==> src/rtl/release_ctl_defs.vh <==
// constants for the release countdown and release output block
`ifndef RELEASE_CTL_DEFS_VH
`define RELEASE_CTL_DEFS_VH
// register byte offsets
`define REG_CTRL 12'h000
`define REG_DELAY 12'h004
`define REG_POL 12'h008
`define REG_MOD 12'h00c
`define REG_CYCLE 12'h010
`define REG_STATUS 12'h014
`define REG_GROUP 12'h018
// ctrl fields
`define CTRL_MODE_LSB 0
`define CTRL_ACT_LSB 4
`define CTRL_START_BIT 8
`define CTRL_RESET_BIT 9
// abort modes
`define MODE_RELOAD 3'h0
`define MODE_FLOOR 3'h1
`define MODE_EXTEND 3'h2
`define MODE_FREEZE 3'h3
`define MODE_NOINT 3'h4
// activation choices
`define ACT_90S 3'h0
`define ACT_10M 3'h1
`define ACT_15M 3'h2
`define ACT_CONT 3'h3
`define ACT_THERM 3'h4
// timing in seconds (CUTOFF_MAX in seconds or minutes per cycle unit), clock rate in hertz
`define FLOOR_SEC 16'h000a
`define EXTRA_SEC 16'h005a
`define ACT90_SEC 16'h005a
`define ACT10M_SEC 16'h0258
`define ACT15M_SEC 16'h0384
`define CUTOFF_MAX 8'hb4
`define CLK_HZ 10000000
// reset values
`define DELAY_RST 16'h001e
`endif

==> src/rtl/release_countdown_abort_control.v <==
// release countdown with abort modes, release output and thermal cycling
//
// Behaviour
// - reload mode: abort activation reloads countdown to full delay
// - reload mode: restart from full delay on release; reload on reassert
// - countdown state held in every mode until system reset clears it
// - floor mode: keep counting under abort, stop at ten seconds
// - floor mode: resume from ten; abort below ten sets back to ten
// - extended mode: abort loads full delay plus ninety seconds
// - extended mode: count from delay plus ninety; reload on reassert
// - freeze mode: hold count under abort, continue after release
// - no-interrupt mode: floor mode but abort ignored once decrementing
// - solenoid output for 90 s, 10 min, 15 min, continuous or cycling
// - module in up to four groups, at most sixteen modules per group
// - thermal cycling follows heat detector alarm states
// - non-cycling alarm input cancels thermal cycling
// - after override, release latched until system reset
// - per-input polarity for normally-open or normally-closed contacts
// - per-module release type, non-power-limited and two-solenoid flags
// - first heat alarm: on for initial cutoff, reactivate if still alarm
// - later cycles use cyclical cutoff; 0..180 seconds or minutes
//
// Our own choices: the register offsets and the AHB-Lite register port.
`timescale 1ns/1ps
`include "release_ctl_defs.vh"
module release_countdown_abort_control #(
    parameter NMOD = 16,
    parameter NGRP = 4,
    parameter [31:0] SEC_CYCLES = `CLK_HZ
)(
    // bus
    input wire hclk,
    input wire hresetn,
    input wire hsel,
    input wire [11:0] haddr,
    input wire [1:0] htrans,
    input wire hwrite,
    input wire [2:0] hsize,
    input wire [31:0] hwdata,
    input wire hready,
    output reg [31:0] hrdata,
    output wire hreadyout,
    output wire hresp,
    // contact inputs
    input wire abort_in,
    input wire heat_in,
    input wire alarm_initiating_input,
    // release outputs
    output reg [NMOD-1:0] release_out,
    output reg countdown_done
);
    localparam [31:0] SEC_MAX = SEC_CYCLES - 32'h1;
    reg [2:0] mode_ff;
    reg [2:0] act_ff;
    reg running_ff;
    reg [15:0] delay_ff;
    reg [2:0] pol_ff;
    reg [3*NMOD-1:0] modcfg_ff;
    reg [7:0] itl_ff;
    reg [7:0] ctl_ff;
    reg unit_min_ff;
    reg [4*NMOD-1:0] grp_ff;
    reg [NGRP-1:0] rel_grp_ff;
    reg [15:0] cnt_ff;
    reg started_ff;
    reg dec_ff;
    reg abort_d_ff;
    reg [31:0] pre_ff;
    reg [15:0] act_cnt_ff;
    reg [7:0] cyc_cnt_ff;
    reg [5:0] min_ff;
    reg cyc_on_ff;
    reg first_ff;
    reg latched_ff;
    reg act_fired_ff;
    reg [3:0] mod_idx_ff;
    reg rel_ff;
    reg heat_d_ff;
    reg wr_ff;
    reg rd_ff;
    reg [11:0] addr_ff;
    wire abort_a;
    wire heat_a;
    wire other_a;
    wire tick;
    wire abort_rise;
    wire heat_rise;
    wire unit_tick;
    wire [7:0] cut_len;
    wire [15:0] act_len;
    wire [15:0] full_ext;
    reg [15:0] nxt_cnt;
    reg nxt_dec;
    integer i;
    assign hreadyout = 1'b1;
    assign hresp = 1'b0;
    // contact polarity
    assign abort_a = abort_in ^ pol_ff[0];
    assign heat_a = heat_in ^ pol_ff[1];
    assign other_a = alarm_initiating_input ^ pol_ff[2];
    assign tick = (pre_ff == SEC_MAX);
    assign abort_rise = abort_a & ~abort_d_ff;
    assign heat_rise = heat_a & ~heat_d_ff;
    assign full_ext = delay_ff + `EXTRA_SEC;
    assign unit_tick = tick & (~unit_min_ff | (min_ff == 6'h3b));
    assign cut_len = first_ff ? itl_ff : ctl_ff;
    assign act_len = (act_ff == `ACT_10M) ? `ACT10M_SEC :
                     (act_ff == `ACT_15M) ? `ACT15M_SEC : `ACT90_SEC;
    // one-second timebase
    always @(posedge hclk or negedge hresetn)
    begin
        if (!hresetn)
            pre_ff <= 32'h0;
        else if (tick)
            pre_ff <= 32'h0;
        else
            pre_ff <= pre_ff + 32'h1;
    end
    // countdown next value by abort mode
    always @*
    begin
        nxt_cnt = cnt_ff;
        nxt_dec = dec_ff;
        if (running_ff && cnt_ff != 16'h0)
        begin
            case (mode_ff)
                `MODE_RELOAD:
                begin
                    if (abort_a)
                        nxt_cnt = delay_ff;
                    else if (tick)
                        nxt_cnt = cnt_ff - 16'h1;
                end
                `MODE_EXTEND:
                begin
                    if (abort_a)
                        nxt_cnt = full_ext;
                    else if (tick)
                        nxt_cnt = cnt_ff - 16'h1;
                end
                `MODE_FREEZE:
                begin
                    if (!abort_a && tick)
                        nxt_cnt = cnt_ff - 16'h1;
                end
                `MODE_FLOOR, `MODE_NOINT:
                begin
                    if (abort_a && !(mode_ff == `MODE_NOINT && dec_ff))
                    begin
                        if (abort_rise && cnt_ff < `FLOOR_SEC)
                            nxt_cnt = `FLOOR_SEC;
                        else if (tick && cnt_ff > `FLOOR_SEC)
                            nxt_cnt = cnt_ff - 16'h1;
                    end
                    else if (tick)
                        nxt_cnt = cnt_ff - 16'h1;
                end
                default:
                begin
                    if (tick)
                        nxt_cnt = cnt_ff - 16'h1;
                end
            endcase
            if (nxt_cnt != cnt_ff && nxt_cnt < cnt_ff)
                nxt_dec = 1'b1;
        end
    end
    // countdown state
    always @(posedge hclk or negedge hresetn)
    begin
        if (!hresetn)
        begin
            cnt_ff <= 16'h0;
            started_ff <= 1'b0;
            dec_ff <= 1'b0;
            countdown_done <= 1'b0;
            abort_d_ff <= 1'b0;
            heat_d_ff <= 1'b0;
        end
        else
        begin
            abort_d_ff <= abort_a;
            heat_d_ff <= heat_a;
            if (running_ff && !started_ff)
            begin
                started_ff <= 1'b1;
                cnt_ff <= delay_ff;
            end
            else if (started_ff)
            begin
                cnt_ff <= nxt_cnt;
                dec_ff <= nxt_dec;
                if (nxt_cnt == 16'h0)
                    countdown_done <= 1'b1;
            end
        end
    end
    // release output timing and thermal cycling
    always @(posedge hclk or negedge hresetn)
    begin
        if (!hresetn)
        begin
            rel_ff <= 1'b0;
            act_cnt_ff <= 16'h0;
            cyc_cnt_ff <= 8'h0;
            min_ff <= 6'h0;
            cyc_on_ff <= 1'b0;
            first_ff <= 1'b1;
            latched_ff <= 1'b0;
            act_fired_ff <= 1'b0;
        end
        else
        begin
            if (tick)
                min_ff <= (min_ff == 6'h3b) ? 6'h0 : min_ff + 6'h1;
            if (countdown_done)
            begin
                case (act_ff)
                    `ACT_CONT:
                        rel_ff <= 1'b1;
                    `ACT_THERM:
                    begin
                        if (other_a)
                            latched_ff <= 1'b1;
                        if (latched_ff || other_a)
                            rel_ff <= 1'b1;
                        else if (!cyc_on_ff)
                        begin
                            rel_ff <= 1'b0;
                            if (heat_a && (first_ff || heat_rise || cyc_cnt_ff == 8'h0))
                            begin
                                cyc_on_ff <= 1'b1;
                                cyc_cnt_ff <= cut_len;
                                min_ff <= 6'h0;
                            end
                        end
                        else
                        begin
                            rel_ff <= (cyc_cnt_ff != 8'h0);
                            if (cyc_cnt_ff == 8'h0)
                            begin
                                cyc_on_ff <= 1'b0;
                                first_ff <= 1'b0;
                            end
                            else if (unit_tick)
                                cyc_cnt_ff <= cyc_cnt_ff - 8'h1;
                        end
                    end
                    default:
                    begin
                        if (!rel_ff && !act_fired_ff)
                        begin
                            rel_ff <= 1'b1;
                            act_fired_ff <= 1'b1;
                            act_cnt_ff <= act_len;
                        end
                        else if (rel_ff && tick)
                        begin
                            act_cnt_ff <= act_cnt_ff - 16'h1;
                            if (act_cnt_ff == 16'h1)
                                rel_ff <= 1'b0;
                        end
                    end
                endcase
            end
        end
    end
    // per-group release drive
    always @(posedge hclk or negedge hresetn)
    begin
        if (!hresetn)
            release_out <= {NMOD{1'b0}};
        else
            for (i = 0; i < NMOD; i = i + 1)
                release_out[i] <= rel_ff & |(grp_ff[4*i +: 4] & rel_grp_ff);
    end
    // bus slave
    always @(posedge hclk or negedge hresetn)
    begin
        if (!hresetn)
        begin
            wr_ff <= 1'b0;
            rd_ff <= 1'b0;
            addr_ff <= 12'h0;
            mode_ff <= `MODE_RELOAD;
            act_ff <= `ACT_90S;
            running_ff <= 1'b0;
            delay_ff <= `DELAY_RST;
            pol_ff <= 3'h0;
            modcfg_ff <= {3*NMOD{1'b0}};
            itl_ff <= 8'h0;
            ctl_ff <= 8'h0;
            unit_min_ff <= 1'b0;
            grp_ff <= {4*NMOD{1'b0}};
            rel_grp_ff <= {NGRP{1'b0}};
            mod_idx_ff <= 4'h0;
        end
        else
        begin
            wr_ff <= hsel & hready & htrans[1] & hwrite;
            rd_ff <= hsel & hready & htrans[1] & ~hwrite;
            if (hsel & hready & htrans[1])
                addr_ff <= haddr;
            if (wr_ff)
            begin
                case (addr_ff)
                    `REG_CTRL:
                    begin
                        mode_ff <= hwdata[`CTRL_MODE_LSB +: 3];
                        act_ff <= hwdata[`CTRL_ACT_LSB +: 3];
                        if (hwdata[`CTRL_START_BIT])
                            running_ff <= 1'b1;
                    end
                    `REG_DELAY:
                        delay_ff <= hwdata[15:0];
                    `REG_POL:
                        pol_ff <= hwdata[2:0];
                    `REG_MOD:
                    begin
                        modcfg_ff[3*hwdata[19:16] +: 3] <= hwdata[2:0];
                        mod_idx_ff <= hwdata[19:16];
                    end
                    `REG_CYCLE:
                    begin
                        itl_ff <= (hwdata[7:0] > `CUTOFF_MAX) ? `CUTOFF_MAX : hwdata[7:0];
                        ctl_ff <= (hwdata[15:8] > `CUTOFF_MAX) ? `CUTOFF_MAX : hwdata[15:8];
                        unit_min_ff <= hwdata[16];
                    end
                    `REG_GROUP:
                    begin
                        grp_ff[4*hwdata[19:16] +: 4] <= hwdata[3:0];
                        rel_grp_ff <= hwdata[NGRP+7:8];
                    end
                    default:
                        mode_ff <= mode_ff;
                endcase
            end
        end
    end
    // read data
    always @(posedge hclk or negedge hresetn)
    begin
        if (!hresetn)
            hrdata <= 32'h0;
        else if (hsel & hready & htrans[1] & ~hwrite)
        begin
            case (haddr)
                `REG_CTRL:
                    hrdata <= {23'h0, running_ff, 1'b0, act_ff, 1'b0, mode_ff};
                `REG_DELAY:
                    hrdata <= {16'h0, delay_ff};
                `REG_POL:
                    hrdata <= {29'h0, pol_ff};
                `REG_MOD:
                    hrdata <= {12'h0, mod_idx_ff, 13'h0, modcfg_ff[3*mod_idx_ff +: 3]};
                `REG_CYCLE:
                    hrdata <= {15'h0, unit_min_ff, ctl_ff, itl_ff};
                `REG_STATUS:
                    hrdata <= {11'h0, latched_ff, cyc_on_ff, rel_ff, countdown_done,
                               abort_a, cnt_ff};
                default:
                    hrdata <= 32'h0;
            endcase
        end
    end
endmodule

==> config.mk <==
export PLATFORM = sky130hd
export DESIGN_NAME = release_countdown_abort_control
export DESIGN_NICKNAME = d
export VERILOG_FILES = /design/src/rtl/release_countdown_abort_control.v
export VERILOG_INCLUDE_DIRS = /design/src /design/src/rtl
export SDC_FILE = /design/constraint.sdc
export NUM_CORES = 1
export LEC_CHECK = 0
export BUFFER_PORTS_ARGS = -buffer_cell sky130_fd_sc_hd__buf_4
export CAP_MARGIN = 20
export CELL_PAD_IN_SITES_DETAIL_PLACEMENT = 1
export CELL_PAD_IN_SITES_GLOBAL_PLACEMENT = 1
export CORE_MARGIN = 2
export CORE_UTILIZATION = 30
export CTS_BUF_LIST = sky130_fd_sc_hd__clkbuf_2
export DETAILED_ROUTE_END_ITERATION = 6
export PLACE_DENSITY = 0.55
export SYNTH_ARGS = -nofsm -noshare
export SYNTH_HDL_FRONTEND = slang
export SYNTH_SLANG_ARGS = --single-unit
export TNS_END_PERCENT = 5
==> constraint.sdc <==
create_clock -name hclk -period 11.1 [get_ports hclk]
set_input_delay 0 -clock hclk [delete_from_list [all_inputs] [get_ports hclk]]
set_output_delay 0 -clock hclk [all_outputs]
set_load 0.05 [all_outputs]
Word-level counts from Yosys, hierarchy flattened
Index checks and enable logic that the tools add are counted.
{"block": "word_totals", "reg_bits": 312, "input_bits": 57, "output_inout_bits": 51}
{"block": "op_classes", "addsub": 8, "multipliers": 2, "n_shift": 5, "magnitude_cmp": 5, "eq_ne": 24, "mux": 43, "reduce_logical": 65, "bitwise": 50}
{"cell": "2-to-1 mux 16 bit", "n": 13}
{"cell": "case mux 21 bit (6 select lines)", "n": 1}
{"cell": "negation 6 -> 34 bit", "n": 2}
{"cell": "bitwise AND 4 bit", "n": 16}
{"cell": "bitwise mux 64 bit", "n": 1}
{"cell": "case mux 16 bit (4 select lines)", "n": 1}
{"cell": "OR reduction 4 bit", "n": 16}
{"cell": "variable shift 4 x 34 -> 64 bit (first input constant)", "n": 1}
{"cell": "variable part select 4 x 34 -> 64 bit", "n": 1}
{"cell": "2-to-1 mux 8 bit", "n": 7}
{"cell": "bitwise mux 48 bit", "n": 1}
{"cell": "equality test 12 x 4 -> 1 bit (second input constant)", "n": 4}
{"cell": "equality test 12 x 5 -> 1 bit (second input constant)", "n": 4}
{"cell": "variable shift 3 x 34 -> 48 bit (first input constant)", "n": 1}
{"cell": "variable part select 3 x 34 -> 48 bit", "n": 1}
{"cell": "variable part select 48 x 7 -> 3 bit", "n": 1}
{"cell": "2-to-1 mux 6 bit", "n": 7}
{"cell": "adder 32 x 1 -> 32 bit (second input constant)", "n": 1}
{"cell": "equality test 32 x 24 -> 1 bit (second input constant)", "n": 1}
{"cell": "2-to-1 mux 32 bit", "n": 1}
{"cell": "subtractor 16 x 1 -> 16 bit (second input constant)", "n": 2}
{"cell": "equality test 12 x 3 -> 1 bit (second input constant)", "n": 2}
{"cell": "logical NOT 12 bit", "n": 2}
{"cell": "bitwise AND 1 bit", "n": 23}
{"cell": "38 further kinds", "n": 92}

Depth between registers and ports, before layout
Gate-level depths: netlist of the first run.
{"block": "depth", "word_depth": 10, "mapped_depth": 23, "depth_no_buf": 21}

Worst setup path after synthesis of the first run
Ideal clock, no wire load.
{"block": "synth_timing", "kind": "register -> register", "from": "register pre_ff[0]", "to": "register dec_ff", "synth_period_minus_slack_ns": 4.280, "required_time_ns": 11.034, "stages_incl_launch_ff": 21, "path_buffers": 3, "setup_time_ns": 0.066, "setup_slack_ns": 6.820, "arrival_time_ns": 4.214, "path_cell_list": "dfrtp_1 -> ha_1 -> and4_1 -> nand2_1 -> nor3_1 -> clkbuf_1 -> clkbuf_1 -> clkbuf_1 -> xnor2_1 -> a21o_1 -> ha_1 -> nand2b_1 -> a21o_1 -> a21o_1 -> a21o_1 -> a21o_1 -> a21o_1 -> a21oi_1 -> nor2b_1 -> o2111ai_1 -> a41o_1"}
{"block": "synth_between", "elab_chain_len": 10, "word_cells_on_any_way": 16, "classes_between": "order compare (1); eq/ne (2); mux (9); reduce/logical (4)"}
{"element": "from (decl)", "line_no": "release_countdown_abort_control.v:68", "text": "reg [31:0] pre_ff;"}
{"element": "from (signal assigned)", "line_no": "release_countdown_abort_control.v:117", "text": "pre_ff <= pre_ff + 32'h1;"}
{"element": "equality test 32 x 24 -> 1 bit (*)", "line_no": "release_countdown_abort_control.v:101", "text": "assign tick = (pre_ff == SEC_MAX);"}
{"element": "logical AND 1 bit (no source line)"}
{"element": "2-to-1 mux 16 bit", "line_no": "release_countdown_abort_control.v:152", "text": "else if (tick && cnt_ff > `FLOOR_SEC)"}
{"element": "2-to-1 mux 16 bit", "line_no": "release_countdown_abort_control.v:150", "text": "if (abort_rise && cnt_ff < `FLOOR_SEC)"}
{"element": "2-to-1 mux 16 bit", "line_no": "release_countdown_abort_control.v:148", "text": "if (abort_a && !(mode_ff == `MODE_NOINT && dec_ff))"}
{"element": "case mux 16 bit (4 select lines) (*)", "line_no": "release_countdown_abort_control.v:126", "text": "case (mode_ff)"}
{"element": "2-to-1 mux 16 bit (*)", "line_no": "release_countdown_abort_control.v:124", "text": "if (running_ff && cnt_ff != 16'h0)"}
{"element": "< comparator 16 bit or != test 16 bit (tied branches)", "line_no": "release_countdown_abort_control.v:164", "text": "if (nxt_cnt != cnt_ff && nxt_cnt < cnt_ff)"}
{"element": "logical AND 1 bit (*)", "line_no": "release_countdown_abort_control.v:164"}
{"element": "AND reduction 4 bit (no source line) (*)"}
{"element": "to (signal assigned)", "line_no": "release_countdown_abort_control.v:192", "text": "dec_ff <= nxt_dec;"}
{"element": "to (decl)", "line_no": "release_countdown_abort_control.v:66", "text": "reg dec_ff;"}
Every way passes the cells marked *; elsewhere a longest branch is shown, timed or not. The select of a mux whose other input is x is not followed.
A chain may end at the register's enable or synchronous reset.

Final worst setup path of the first run
Same ends and word-level chain as after synthesis.

==> Implementation_results.wiki, run 1 <==
{| class="wikitable"
! Metric !! Value
|-
| Routability Congestion || between 0.8 and 0.9
|-
| Area added between synthesis and finish || 19.1%
|-
| Number of buffers added on ports || 78
|-
| Aggregate negative setup slack || 0 ps
|-
| Main area contributors after synthesis || dfrtp_1, nand2_1, o21ai_0
|-
| Y dimension of the die || 236 um
|-
| Via density per instance || around 5.3
|-
| Clock tree from TritonCTS || yes
|-
| Max Buffers Root-to-Sink || 3
|-
| Final clock skew || ~120 ps
|-
| Critical Path RT || 12100 ps
|-
| Hold Violations, Final || 0
|-
| Depth of the most critical reg-to-reg path || 19
|-
| Period utilization || 0.459
|-
| RSZ-0062 raised after global routing || false
|-
| Run status || completed
|-
| Arrival time at the worst endpoint || ~6000 ps
|-
| Drc violations || 0
|-
| Number of gates resized after CTS || 0
|-
| Post-detail-place hpwl || 39000 um
|-
| Post-DRT Antenna Nets || 0
|-
| Fin Hold WS || ~150 ps
|-
| Post-CTS Setup Bufs || 0
|-
| Net count, final || 1986
|-
| Family of cells with the greatest summed delay on the critical path || simple AND/OR/NAND/NOR gates
|-
| Residual overflow from global routing || 0
|-
| Pin count of the biggest net entering global routing || between 100 and 150
|-
| Count of cell instances traversed by the critical path || 19
|-
| Nature of the critical path endpoint || flip-flop
|-
| Final cell utilization of the core || 0.360
|-
| Library cells used by synthesis || between 70 and 80
|-
| Standard cell core area || ~54000 um2
|-
| Wire length of the first global-routing pass || 91500 um
|-
| Leakage power summed over all cells || about 0.0085 uW
|-
| Worst-Skew Late Latency || approximately 1100 ps
|-
| WL met2 || 27900 um
|-
| Cells on Worst Hold Path || 6
|-
| Worst-path cell chain || ha_1 -> and4_1 -> nand2_1 -> or3_1 -> nor2_1 -> xnor2_1 -> a221oi_1 -> a21o_1 -> ha_1 -> nand2b_1 -> a21o_1 -> a21o_1 -> a21o_1 -> a21o_1 -> a21o_1 -> a21oi_1 -> nor2b_1 -> o2111ai_1 -> a41o_1
|-
| Max Used Layer || met4
|-
| Number of synthesized register bits || 301
|-
| Worst hold path type || in -> reg
|-
| 1st-pass router iterations || 5
|-
| YS warnings || 0
|-
| Count of routing violations after the opening detailed-route iteration || between 900 and 1000
|-
| Post-synthesis instance total || between 1500 and 2000
|-
| Crit path max-delay cell type || or3_1
|-
| Die boundary width || roughly 240 um
|-
| Number of CTS-inserted buffers || 87
|-
| Number of buffers and inverters on the critical path || 0
|-
| Number of H-tree levels || 3
|-
| Ratio of cells with drive above 1 in the final layout || 0.178
|-
| Most common library cell in the layout ignoring fill and taps || dfrtp_1
|-
| Routed length per placed instance || 21.9 um
|-
| Top fanout value on the critical path || 17
|-
| Slew of the pin with the lowest slew margin || between 1000 and 1500 ps
|-
| DIE AREA || about 56000 um2
|-
| Length of routed wiring on met1 || 25300 um
|-
| Worst Setup Path Type || reg -> reg
|-
| Total power divided by cell area || ~150 nW/um2
|-
| Remaining max-slew budget at the tightest pin || 0.301
|-
| Most used flip-flop cell after synthesis || dfrtp_1
|-
| Most frequent cell on the critical path || a21o_1
|-
| Post-Place Cells || between 2000 and 2500
|-
| Startpoint type of the worst setup path || flip-flop
|-
| Total Routing Usage GR || 0.211
|-
| WL met3 || around 2800 um
|-
| Post-Synthesis Mean Instance Area || 9.48 um2
|-
| Synth area leader || dfrtp_1
|-
| Final setup fails || 0
|-
| Netlist Area Pre-Place || approximately 16000 um2
|-
| Share of the synthesized area in the top cell type || 0.458
|-
| Via count of the first global-routing pass || between 15000 and 20000
|-
| Initial core utilization || 0.302
|-
| Final wirelength || 58200 um
|-
| Max-capacitance violation count || 0
|-
| Largest voltage drop on the vdd net || around 0.065 mV
|-
| Fmax || a little under 0.2 GHz
|-
| Clock tree sinks || about 300
|-
| Top library cells by usage in the layout, fill and taps aside || dfrtp_1, nand2_1, o21ai_0
|-
| Share of async-settable or async-resettable flops after synthesis || 1.00
|-
| Worst-path clk slew || approximately 110 ps
|-
| Clock root cell || clkbuf_2
|-
| Number of antenna violations at the first check in global routing || 2
|-
| Slowest stage delay, CP || 720 ps
|-
| Count of flip-flops with a built-in enable after synthesis || 0
|-
| Post-layout min period || between 5000 and 6000 ps
|-
| Finished Layout Cells || approximately 2700
|-
| Total I/O pin count || around 110
|-
| Final slew viol count || 0
|-
| Count of vias placed by the detailed router || between 10000 and 15000
|-
| Sequential-to-total area share from yosys stat || 0.466
|-
| Core Rows || 85
|}
[Yosys cell counts (16+ instances only)]
master	instances
a21o_1	16
o21ai_0	164
xnor2_1	43
nor3_1	33
dfrtp_1	296
mux2i_1	18
a21boi_0	17
nand2_1	233
nand4_1	26
and3_1	17
nor2_1	130
a21oi_1	68
nor4_1	18
inv_1	55
ha_1	29
xor2_1	29
nand3_1	60
mux2_2	69
clkbuf_1	88
a22oi_1	43
[cells by family (layout without fill, tap and decap cells)]
family / after synthesis / after routing / share of synthesized area
DFF: 301 / 301 / 0.466
AOI/OAI and AO/OA: 433 / 433 / 0.173
muxes: 102 / 102 / 0.0800
adders and majority gates: 29 / 29 / 0.0224
other: 2 / 16 / 0.000464
buffers and inverters: 162 / 406 / 0.0408
and+or+nand+nor: 606 / 606 / 0.178
xor gates and xnor gates: 72 / 72 / 0.0390
[metal layers]
metal / global-route usage / vias to the layer above
met5: 0 / -
met4: 0.0863 / 0
met3: 0.0435 / 140
met2: 0.350 / 353
met1: 0.269 / 7141
li1: - / 6572
[stage by stage]
step                      cell area [um2]  total power (uW)  worst slack, ps
final                               19300              2920             6010
after global routing                19300              3120             5680
after CTS                           19300              2970             5970
after detailed placement            17400              2020             5930
after global placement              17400              2000             5990
after floorplan                     16200              1750             6820
[final timing paths]
kind / from / to / slack [ps]
min in group asynchronous: hresetn / cnt_ff[10]$_DFFE_PN0P_ / 680
hold reg to reg: pre_ff[6]$_DFF_PN0_ / pre_ff[6]$_DFF_PN0_ / 470
setup / recovery: pre_ff[0]$_DFF_PN0_ / dec_ff$_DFFE_PN0P_ / 6010
hold / removal: haddr[4] / hrdata[10]$_DFFE_PN0P_ / 150
max in group asynchronous: hresetn / grp_ff[60]$_DFFE_PN0P_ / 9620
setup reg to reg: pre_ff[0]$_DFF_PN0_ / dec_ff$_DFFE_PN0P_ / 6010
[cell type report]
cell class	count	area (um2)
clock inverters	19	146
diodes	3	7.51
fillers	6282	34300
well taps	696	871
clock buffers	132	661
repair buffers	199	1780
flip-flops and latches	301	7540
inverters	56	210
multi-input cells	1255	8050
[power by group]
| part | total [uW] | internal (uW) | switching, uW |
|---|---|---|---|
| sequential | 1330 | 1180 | 149 |
| combinational | 713 | 278 | 435 |
| clock | 883 | 365 | 518 |
[flip-flops by register name (all words and copies together), names as in the netlist, 4 cells and up]
name,cells
grp_ff,64
modcfg_ff,48
pre_ff,32
hrdata,21
act_cnt_ff,16
cnt_ff,16
delay_ff,16
release_out,16
addr_ff,12
ctl_ff,8
cyc_cnt_ff,8
itl_ff,8
min_ff,6
mod_idx_ff,4
rel_grp_ff,4
[worst min-delay path, cell delays in order]
cell           delay (ps)
dlygate4sd3_1         530
buf_4                 140
a21oi_1                70
nand3b_1               80
buf_4                 240
o21ai_0               120
[timing repair]
action,in CTS,in global routing
hold buffers,101,0
endpoints found under the setup margin,0,0
endpoints found under the hold margin,508,0
(Power assumes the default switching activity.)
==> run 2: changes to the inputs <==
PLACE_DENSITY = 0.57   (was 0.55)
clock period = 4.5 ns   (was 11.1 ns; I/O delays follow)
==> run 2 against run 1 <==
Effect of this change:
- register-to-register slack worse by 5800 ps
- sequential cell count stayed put
- critical path depth is 1 lower
- total power is 150% higher
- first-iteration DRC count is 1.7% lower
- die area stayed put
- maximum frequency is 19% higher
- utilization is 0.56 points higher
- global-route usage is 0.56 points higher
- sequential power is 140% higher
==> Implementation_results.wiki, run 2 (same netlist as run 1, synthesis figures left out) <==
{| class="wikitable"
! Metric !! Value
|-
| Run status || completed
|-
| Register with the most flip-flops || grp_ff
|-
| Post-route total power || 7250 uW (+150%)
|-
| Most common library cell in the layout ignoring fill and taps || dfrtp_1
|-
| DIE AREA || 55800 um2 (unchanged)
|-
| Slew of the pin with the lowest slew margin || 1030 ps (-15.6 ps)
|-
| Final wirelength || 59900 um (+3.0%)
|-
| Routed length per placed instance || 22.1 um (+1.2%)
|-
| Count of routing violations after the opening detailed-route iteration || 947 (-1.7%)
|-
| Die boundary width || 236 um (unchanged)
|-
| Worst hold path type || in -> reg
|-
| Post-place setup slack || 76.1 ps (-5850 ps)
|-
| Top fanout value on the critical path || 7 (-10)
|-
| Final setup fails || 0 (unchanged)
|-
| Drc violations || 0 (unchanged)
|-
| WL met2 || 28800 um (+3.2%)
|-
| Residual overflow from global routing || 0 (unchanged)
|-
| Post-detail-place hpwl || 41400 um (+6.2%)
|-
| Max-capacitance violation count || 0 (unchanged)
|-
| Ratio of cells with drive above 1 in the final layout || 0.199 (+0.0205)
|-
| Period utilization || 0.951 (+0.492)
|-
| Leakage power summed over all cells || 0.00870 uW (+2.2%)
|-
| Hold Violations, Final || 0 (unchanged)
|-
| Arrival time at the worst endpoint || 5290 ps (-810 ps)
|-
| Pin count of the biggest net entering global routing || 84 (-41%)
|-
| Count of vias placed by the detailed router || 14561 (+2.5%)
|-
| Standard cell core area || 53600 um2 (unchanged)
|-
| Length of routed wiring on met1 || 26300 um (+4.1%)
|-
| Via count of the first global-routing pass || 15548 (+2.1%)
|-
| Routability Congestion || 0.912 (+2.4%)
|-
| Net count, final || 2031 (+2.3%)
|-
| Initial core utilization || 0.302 (unchanged)
|-
| RSZ-0062 raised after global routing || false
|-
| Worst Setup Path Type || reg -> reg
|-
| Number of buffers added on ports || 78 (unchanged)
|-
| Largest registers || grp_ff: 64 flops, modcfg_ff: 48 flops, pre_ff: 32 flops
|-
| Startpoint type of the worst setup path || flip-flop
|-
| Top library cells by usage in the layout, fill and taps aside || dfrtp_1, nand2_1, o21ai_0
|-
| Final clock skew || 106 ps (-16.5 ps)
|-
| Total of fill cells in the finished design || 6279 (-0.048%)
|-
| Area added between synthesis and finish || 20.9%
|-
| Worst-Skew Late Latency || 1080 ps (about the same)
|-
| Wire length of the first global-routing pass || 93600 um (+2.3%)
|-
| Worst-path clk slew || 110 ps (about the same)
|-
| Post-layout min period || 4280 ps (-816 ps)
|-
| Total I/O pin count || 108 (unchanged)
|-
| Fmax || 0.234 GHz (+19%)
|-
| Via density per instance || 5.38 (+0.76%)
|-
| Critical Path RT || 5510 ps (-6590 ps)
|-
| Final Worst Setup Slack || 221 ps (-5780 ps)
|-
| Clock root cell || clkbuf_2
|-
| Post-DRT Antenna Nets || 0 (unchanged)
|-
| Number of CTS-inserted buffers || 86 (-1.1%)
|-
| Remaining max-slew budget at the tightest pin || 0.310 (+0.00956)
|-
| Total Routing Usage GR || 0.217 (+0.00564)
|-
| Max Buffers Root-to-Sink || 3 (unchanged)
|-
| Y dimension of the die || 236 um (unchanged)
|-
| Final cell utilization of the core || 0.365 (+0.00560)
|-
| Largest voltage drop on the vdd net || 0.180 mV (+170%)
|-
| Nature of the critical path endpoint || flip-flop
|-
| 1st-pass router iterations || 6 (+1)
|-
| Clock tree from TritonCTS || yes
|-
| Number of flip-flops in the largest register || 64 (unchanged)
|-
| Clock tree sinks || 301 (unchanged)
|-
| Aggregate negative setup slack || 0 ps (unchanged)
|-
| Core Rows || 85 (unchanged)
|-
| Number of antenna violations at the first check in global routing || 4 (+2)
|-
| Max Used Layer || met5
|-
| WL met3 || 3000 um (+6.5%)
|-
| Final slew viol count || 0 (unchanged)
|-
| Number of H-tree levels || 3 (unchanged)
|-
| Total power divided by cell area || 370 nW/um2 (+140%)
|}
-- run 2: cell count changes in the layout (fill, tap and decap cells not counted), sizes merged --
cell         delta
buf            +45
bufinv          -2
clkinv          +2
clkinvlp        +2
diode           +2
dlygate4sd3     -1
inv             -2
-- run 2: worst max-delay path: stages (launching register included) --
cell       delay (ps)
dfrtp_1           460
nor4_4            360
nand4_4           200
or3_1             500
buf_4             190
o21ai_0           240
o221ai_1          160
and4_1            240
o21ba_2           230
ha_1              220
a21o_1            170
a21o_1            170
a21o_1            200
a21o_1            190
a21o_1            180
a21oi_1           130
nor2b_1            60
o2111ai_1         180
a41o_1            200
-- run 2: final timing paths --
path,startpoint,end,slack [ps],cells after the start
worst min register to register,pre_ff[31]$_DFF_PN0_,pre_ff[31]$_DFF_PN0_,480,1
worst min-delay path,hwdata[19],modcfg_ff[1]$_DFFE_PN0P_,140,7
worst max register to register,pre_ff[17]$_DFF_PN0_,dec_ff$_DFFE_PN0P_,220,18
worst max-delay path,pre_ff[17]$_DFF_PN0_,dec_ff$_DFFE_PN0P_,220,18
min in group asynchronous,hresetn,hrdata[12]$_DFFE_PN0P_,150,4
max in group asynchronous,hresetn,itl_ff[5]$_DFFE_PN0P_,3710,4
-- run 2: through the flow --
stage	instances	cell area (um2)	hold WS, ps
CTS	2700	19500	11.3
global placement	2451	17800	75.9
global route	2707	19600	55.0
detailed placement	2451	17800	81.6
finish	2707	19600	144
floorplan	1718	16200	-296
-- run 2: final cells by class --
cell class / instances / area (um2) / share of cell area
diodes: 5 / 12.5 / 0.000639
clock buffers: 130 / 651 / 0.0332
clock inverters: 19 / 96.3 / 0.00492
inverters: 56 / 210 / 0.0107
multi-input cells: 1255 / 8070 / 0.412
flip-flops and latches: 301 / 7540 / 0.385
well taps: 696 / 871 / 0.0445
repair buffers: 245 / 2120 / 0.108
-- run 2: power breakdown --
part	internal, uW	switching [uW]
clock network	771	1250
logic	796	1250
registers	2910	276
total	4480	2770
-- run 2: metal layers --
layer  GRT usage  vias up
met5           0        -
met4      0.0765        4
met3      0.0447      141
met2       0.361      390
met1       0.279     7378
li1            -     6648
-- run 2: timing repair --
item | in CTS | in global routing
buffers inserted | 0 | 0
gates resized for setup | 0 | 4
hold buffers | 100 | 0
endpoints found under the setup margin | 0 | 3
endpoints found under the hold margin | 510 | 0
==> run 3: changes to the inputs <==
PLACE_DENSITY = 0.55   (was 0.57)
clock period = 3.96 ns   (was 4.5 ns; I/O delays follow)
==> run 3 against run 2 <==
Effect of this change:
- via count up 1.2%
- combinational power up 25%
- worst hold slack better by 18 ps
- total power up 16%
- die area unchanged
- global-route usage up 0.64 points
- critical path depth up 1
- maximum frequency up 8.4%
- sequential share of layout area down 1.1 points
- sequential power up 12%
- first-iteration DRC count down 12%
- clock skew about the same
- critical endpoint unchanged
- highest routed layer unchanged
==> Implementation_results.wiki, run 3 (same netlist as run 1, synthesis figures left out) <==
{| class="wikitable"
! Metric !! Value
|-
| Worst hold path type || in -> reg
|-
| Post-DRT Antenna Nets || 0 (unchanged)
|-
| Worst-path cell chain || nor4_4 -> nand4_4 -> or3_4 -> buf_6 -> a31oi_4 -> a21oi_2 -> a221oi_2 -> a21o_1 -> ha_1 -> nand2b_4 -> a21o_1 -> a21o_1 -> a21o_1 -> a21o_1 -> a21o_1 -> a21oi_2 -> nor2b_1 -> o2111ai_1 -> a41o_1
|-
| Standard cell core area || 53600 um2 (unchanged)
|-
| End of the worst hold path || hrdata[17]$_DFFE_PN0P_
|-
| R2r startpoint || pre_ff[17]$_DFF_PN0_
|-
| Worst-Skew Late Latency || 1050 ps (-30 ps)
|-
| Top fanout value on the critical path || 4 (-3)
|-
| Final setup fails || 0 (unchanged)
|-
| Nature of the critical path endpoint || flip-flop
|-
| Net count, final || 2091 (+3.0%)
|-
| Part of the power in the clock network || 0.274 (-0.005)
|-
| Pin count of the biggest net entering global routing || 110 (+31%)
|-
| Crit path max-delay cell type || dfrtp_2
|-
| Slew of the pin with the lowest slew margin || 967 ps (-64.2 ps)
|-
| Clock root cell || clkbuf_2
|-
| Family of cells with the greatest summed delay on the critical path || compound AO/OA/AOI/OAI gates
|-
| Min-delay src || haddr[4]
|-
| Via density per instance || 5.32 (-1.1%)
|-
| Final Worst Setup Slack || 13.7 ps (-208 ps)
|-
| Post-route total power || 8440 uW (+16%)
|-
| DIE AREA || 55800 um2 (unchanged)
|-
| Residual overflow from global routing || 0 (unchanged)
|-
| Share of total power in combinational logic || 0.303 (+0.021)
|-
| Leakage power summed over all cells || 0.00907 uW (+4.3%)
|-
| Fin Hold WS || 162 ps (+18.1 ps)
|-
| Wire length of the first global-routing pass || 96600 um (+3.2%)
|-
| Number of H-tree levels || 3 (unchanged)
|-
| 1st-pass router iterations || 5 (-1)
|-
| Sw Share || 0.385 (+0.00292)
|-
| Most frequent cell on the critical path || a21o_1
|-
| Worst Setup Path Type || reg -> reg
|-
| Critical Path Source || pre_ff[17]$_DFF_PN0_
|-
| Critical Path RT || 4930 ps (-580 ps)
|-
| Cells on Worst Hold Path || 6 (-1)
|-
| Worst-path clk slew || 120 ps (about the same)
|-
| Via count of the first global-routing pass || 15796 (+1.6%)
|-
| Largest registers || grp_ff: 64 flops, modcfg_ff: 48 flops, pre_ff: 32 flops
|-
| Routability Congestion || 0.908 (-0.39%)
|-
| Area added between synthesis and finish || 24.6%
|-
| Max-capacitance violation count || 0 (unchanged)
|-
| RSZ-0062 raised after global routing || true
|-
| Number of buffers and inverters on the critical path || 1 (unchanged)
|-
| Hold Violations, Final || 0 (unchanged)
|-
| Most common library cell in the layout ignoring fill and taps || dfrtp_1
|-
| Ratio of cells with drive above 1 in the final layout || 0.231 (+0.0325)
|-
| Fmax || 0.253 GHz (+8.4%)
|-
| Number of flip-flops in the largest register || 64 (unchanged)
|-
| Register with the most flip-flops || grp_ff
|-
| Number of antenna violations at the first check in global routing || 3 (-1)
|-
| Count of vias placed by the detailed router || 14730 (+1.2%)
|-
| Routed length per placed instance || 22.3 um (+0.72%)
|-
| Sequential power share || 0.423 (-0.017)
|-
| Initial core utilization || 0.302 (unchanged)
|-
| Largest voltage drop on the vdd net || 0.222 mV (+24%)
|-
| Multi-input logic area || 8170 um2 (+1.2%)
|-
| Die boundary width || 236 um (unchanged)
|-
| Final wirelength || 61700 um (+3.0%)
|-
| Total Routing Usage GR || 0.223 (+0.00640)
|-
| Arrival time at the worst endpoint || 4920 ps (-370 ps)
|-
| Period utilization || 0.997 (+0.0457)
|-
| Drc violations || 0 (unchanged)
|-
| Pint || 5190 uW (+16%)
|-
| Depth of the most critical reg-to-reg path || 19 (+1)
|-
| Core Rows || 85 (unchanged)
|-
| Total area of sequential cells || 7540 um2 (about the same)
|-
| Reg-to-Reg End || dec_ff$_DFFE_PN0P_
|-
| Y dimension of the die || 236 um (unchanged)
|-
| Total I/O pin count || 108 (unchanged)
|-
| Post-layout min period || 3950 ps (-332 ps)
|-
| R2r setup slk || 10 ps (-210 ps)
|-
| Top library cells by usage in the layout, fill and taps aside || dfrtp_1, nand2_1, buf_4
|-
| Number of buffers added on ports || 78 (unchanged)
|-
| Number of CTS-inserted buffers || 86 (unchanged)
|-
| Slowest stage delay, CP || 450 ps (-50 ps)
|-
| Final slew viol count || 0 (unchanged)
|-
| Total power divided by cell area || 419 nW/um2 (+13%)
|-
| Remaining max-slew budget at the tightest pin || 0.353 (+0.0430)
|-
| Total of fill cells in the finished design || 6232 (-0.75%)
|-
| Clock tree from TritonCTS || yes
|-
| Final cell utilization of the core || 0.376 (+0.0110)
|-
| Post-detail-place hpwl || 43000 um (+4.0%)
|-
| Net switching power || 3250 uW (+17%)
|-
| Startpoint type of the worst setup path || flip-flop
|-
| Count of routing violations after the opening detailed-route iteration || 835 (-12%)
|-
| Max Buffers Root-to-Sink || 3 (unchanged)
|-
| Final clock skew || 106 ps (+0.0880 ps)
|-
| Run status || completed
|-
| Clock tree sinks || 301 (unchanged)
|-
| Post-place setup slack || -165 ps (-241 ps)
|}
-- run 3: changes by cell type in the layout (fill, tap and decap cells not counted), moves of 3 or more --
cell           previous run  this run
buf_4                   141       202
clkinv_1                 13        17
dlygate4sd3_1            99        94
buf_6                     0         3
diode_2                   5         2
-- run 3: metal layers --
metal / track usage / vias to the layer above / routed length [um]
met5: 0 / - / 13
met4: 0.0637 / 2 / 1410
li1: - / 6779 / -
met3: 0.0405 / 94 / 2700
met2: 0.382 / 334 / 30300
met1: 0.288 / 7521 / 27300
-- run 3: area by class of cell --
type,instances,area share
Clock inverter,23,0.00534
Inverter,56,0.0104
Multi-Input combinational cell,1255,0.405
Antenna cell,2,0.000248
Clock buffer,130,0.0323
Sequential cell,301,0.374
Tap cell,696,0.0432
Timing Repair Buffer,305,0.129
-- run 3: metrics by stage --
step           setup TNS, ps  cells  cell area, um2
6_report                   0   2768           20200
5_1_grt                 -205   2768           20200
4_1_cts                    0   2763           20000
3_5_place_dp            -165   2514           18300
3_3_place_gp            -142   2514           18300
2_1_floorplan              0   1718           16200
-- run 3: power groups by stage --
stage,sequential (uW),clock (uW),combinational [uW]
2_1_floorplan,3590,0,1330
3_3_place_gp,3610,0,2320
3_5_place_dp,3620,0,2350
4_1_cts,3570,2430,2470
5_1_grt,3610,2590,2780
6_report,3570,2310,2560
-- run 3: worst register-to-register path, cell delays in order (launching register included) --
cell,delay (ps)
dfrtp_2,450
nor4_4,340
nand4_4,140
or3_4,450
buf_6,150
a31oi_4,140
a21oi_2,80
a221oi_2,350
a21o_1,140
ha_1,230
nand2b_4,140
a21o_1,140
a21o_1,150
a21o_1,180
a21o_1,170
a21o_1,180
a21oi_2,130
nor2b_1,50
o2111ai_1,180
a41o_1,180
-- run 3: worst max path at each step --
stage	to	cells past startpoint
floorplan	dec_ff$_DFFE_PN0P_	19
finish	dec_ff$_DFFE_PN0P_	19
CTS	dec_ff$_DFFE_PN0P_	19
global route	dec_ff$_DFFE_PN0P_	19
global placement	dec_ff$_DFFE_PN0P_	19
detailed placement	dec_ff$_DFFE_PN0P_	18
-- run 3: what timing repair did --
| item | in CTS | in global routing |
|---|---|---|
| setup buffers | 1 | 3 |
| setup endpoints to repair | 1 | 3 |
| pin swaps | 8 | 20 |
| hold buffers | 95 | 0 |
| endpoints found under the hold margin | 506 | 0 |
| resized for setup | 4 | 24 |
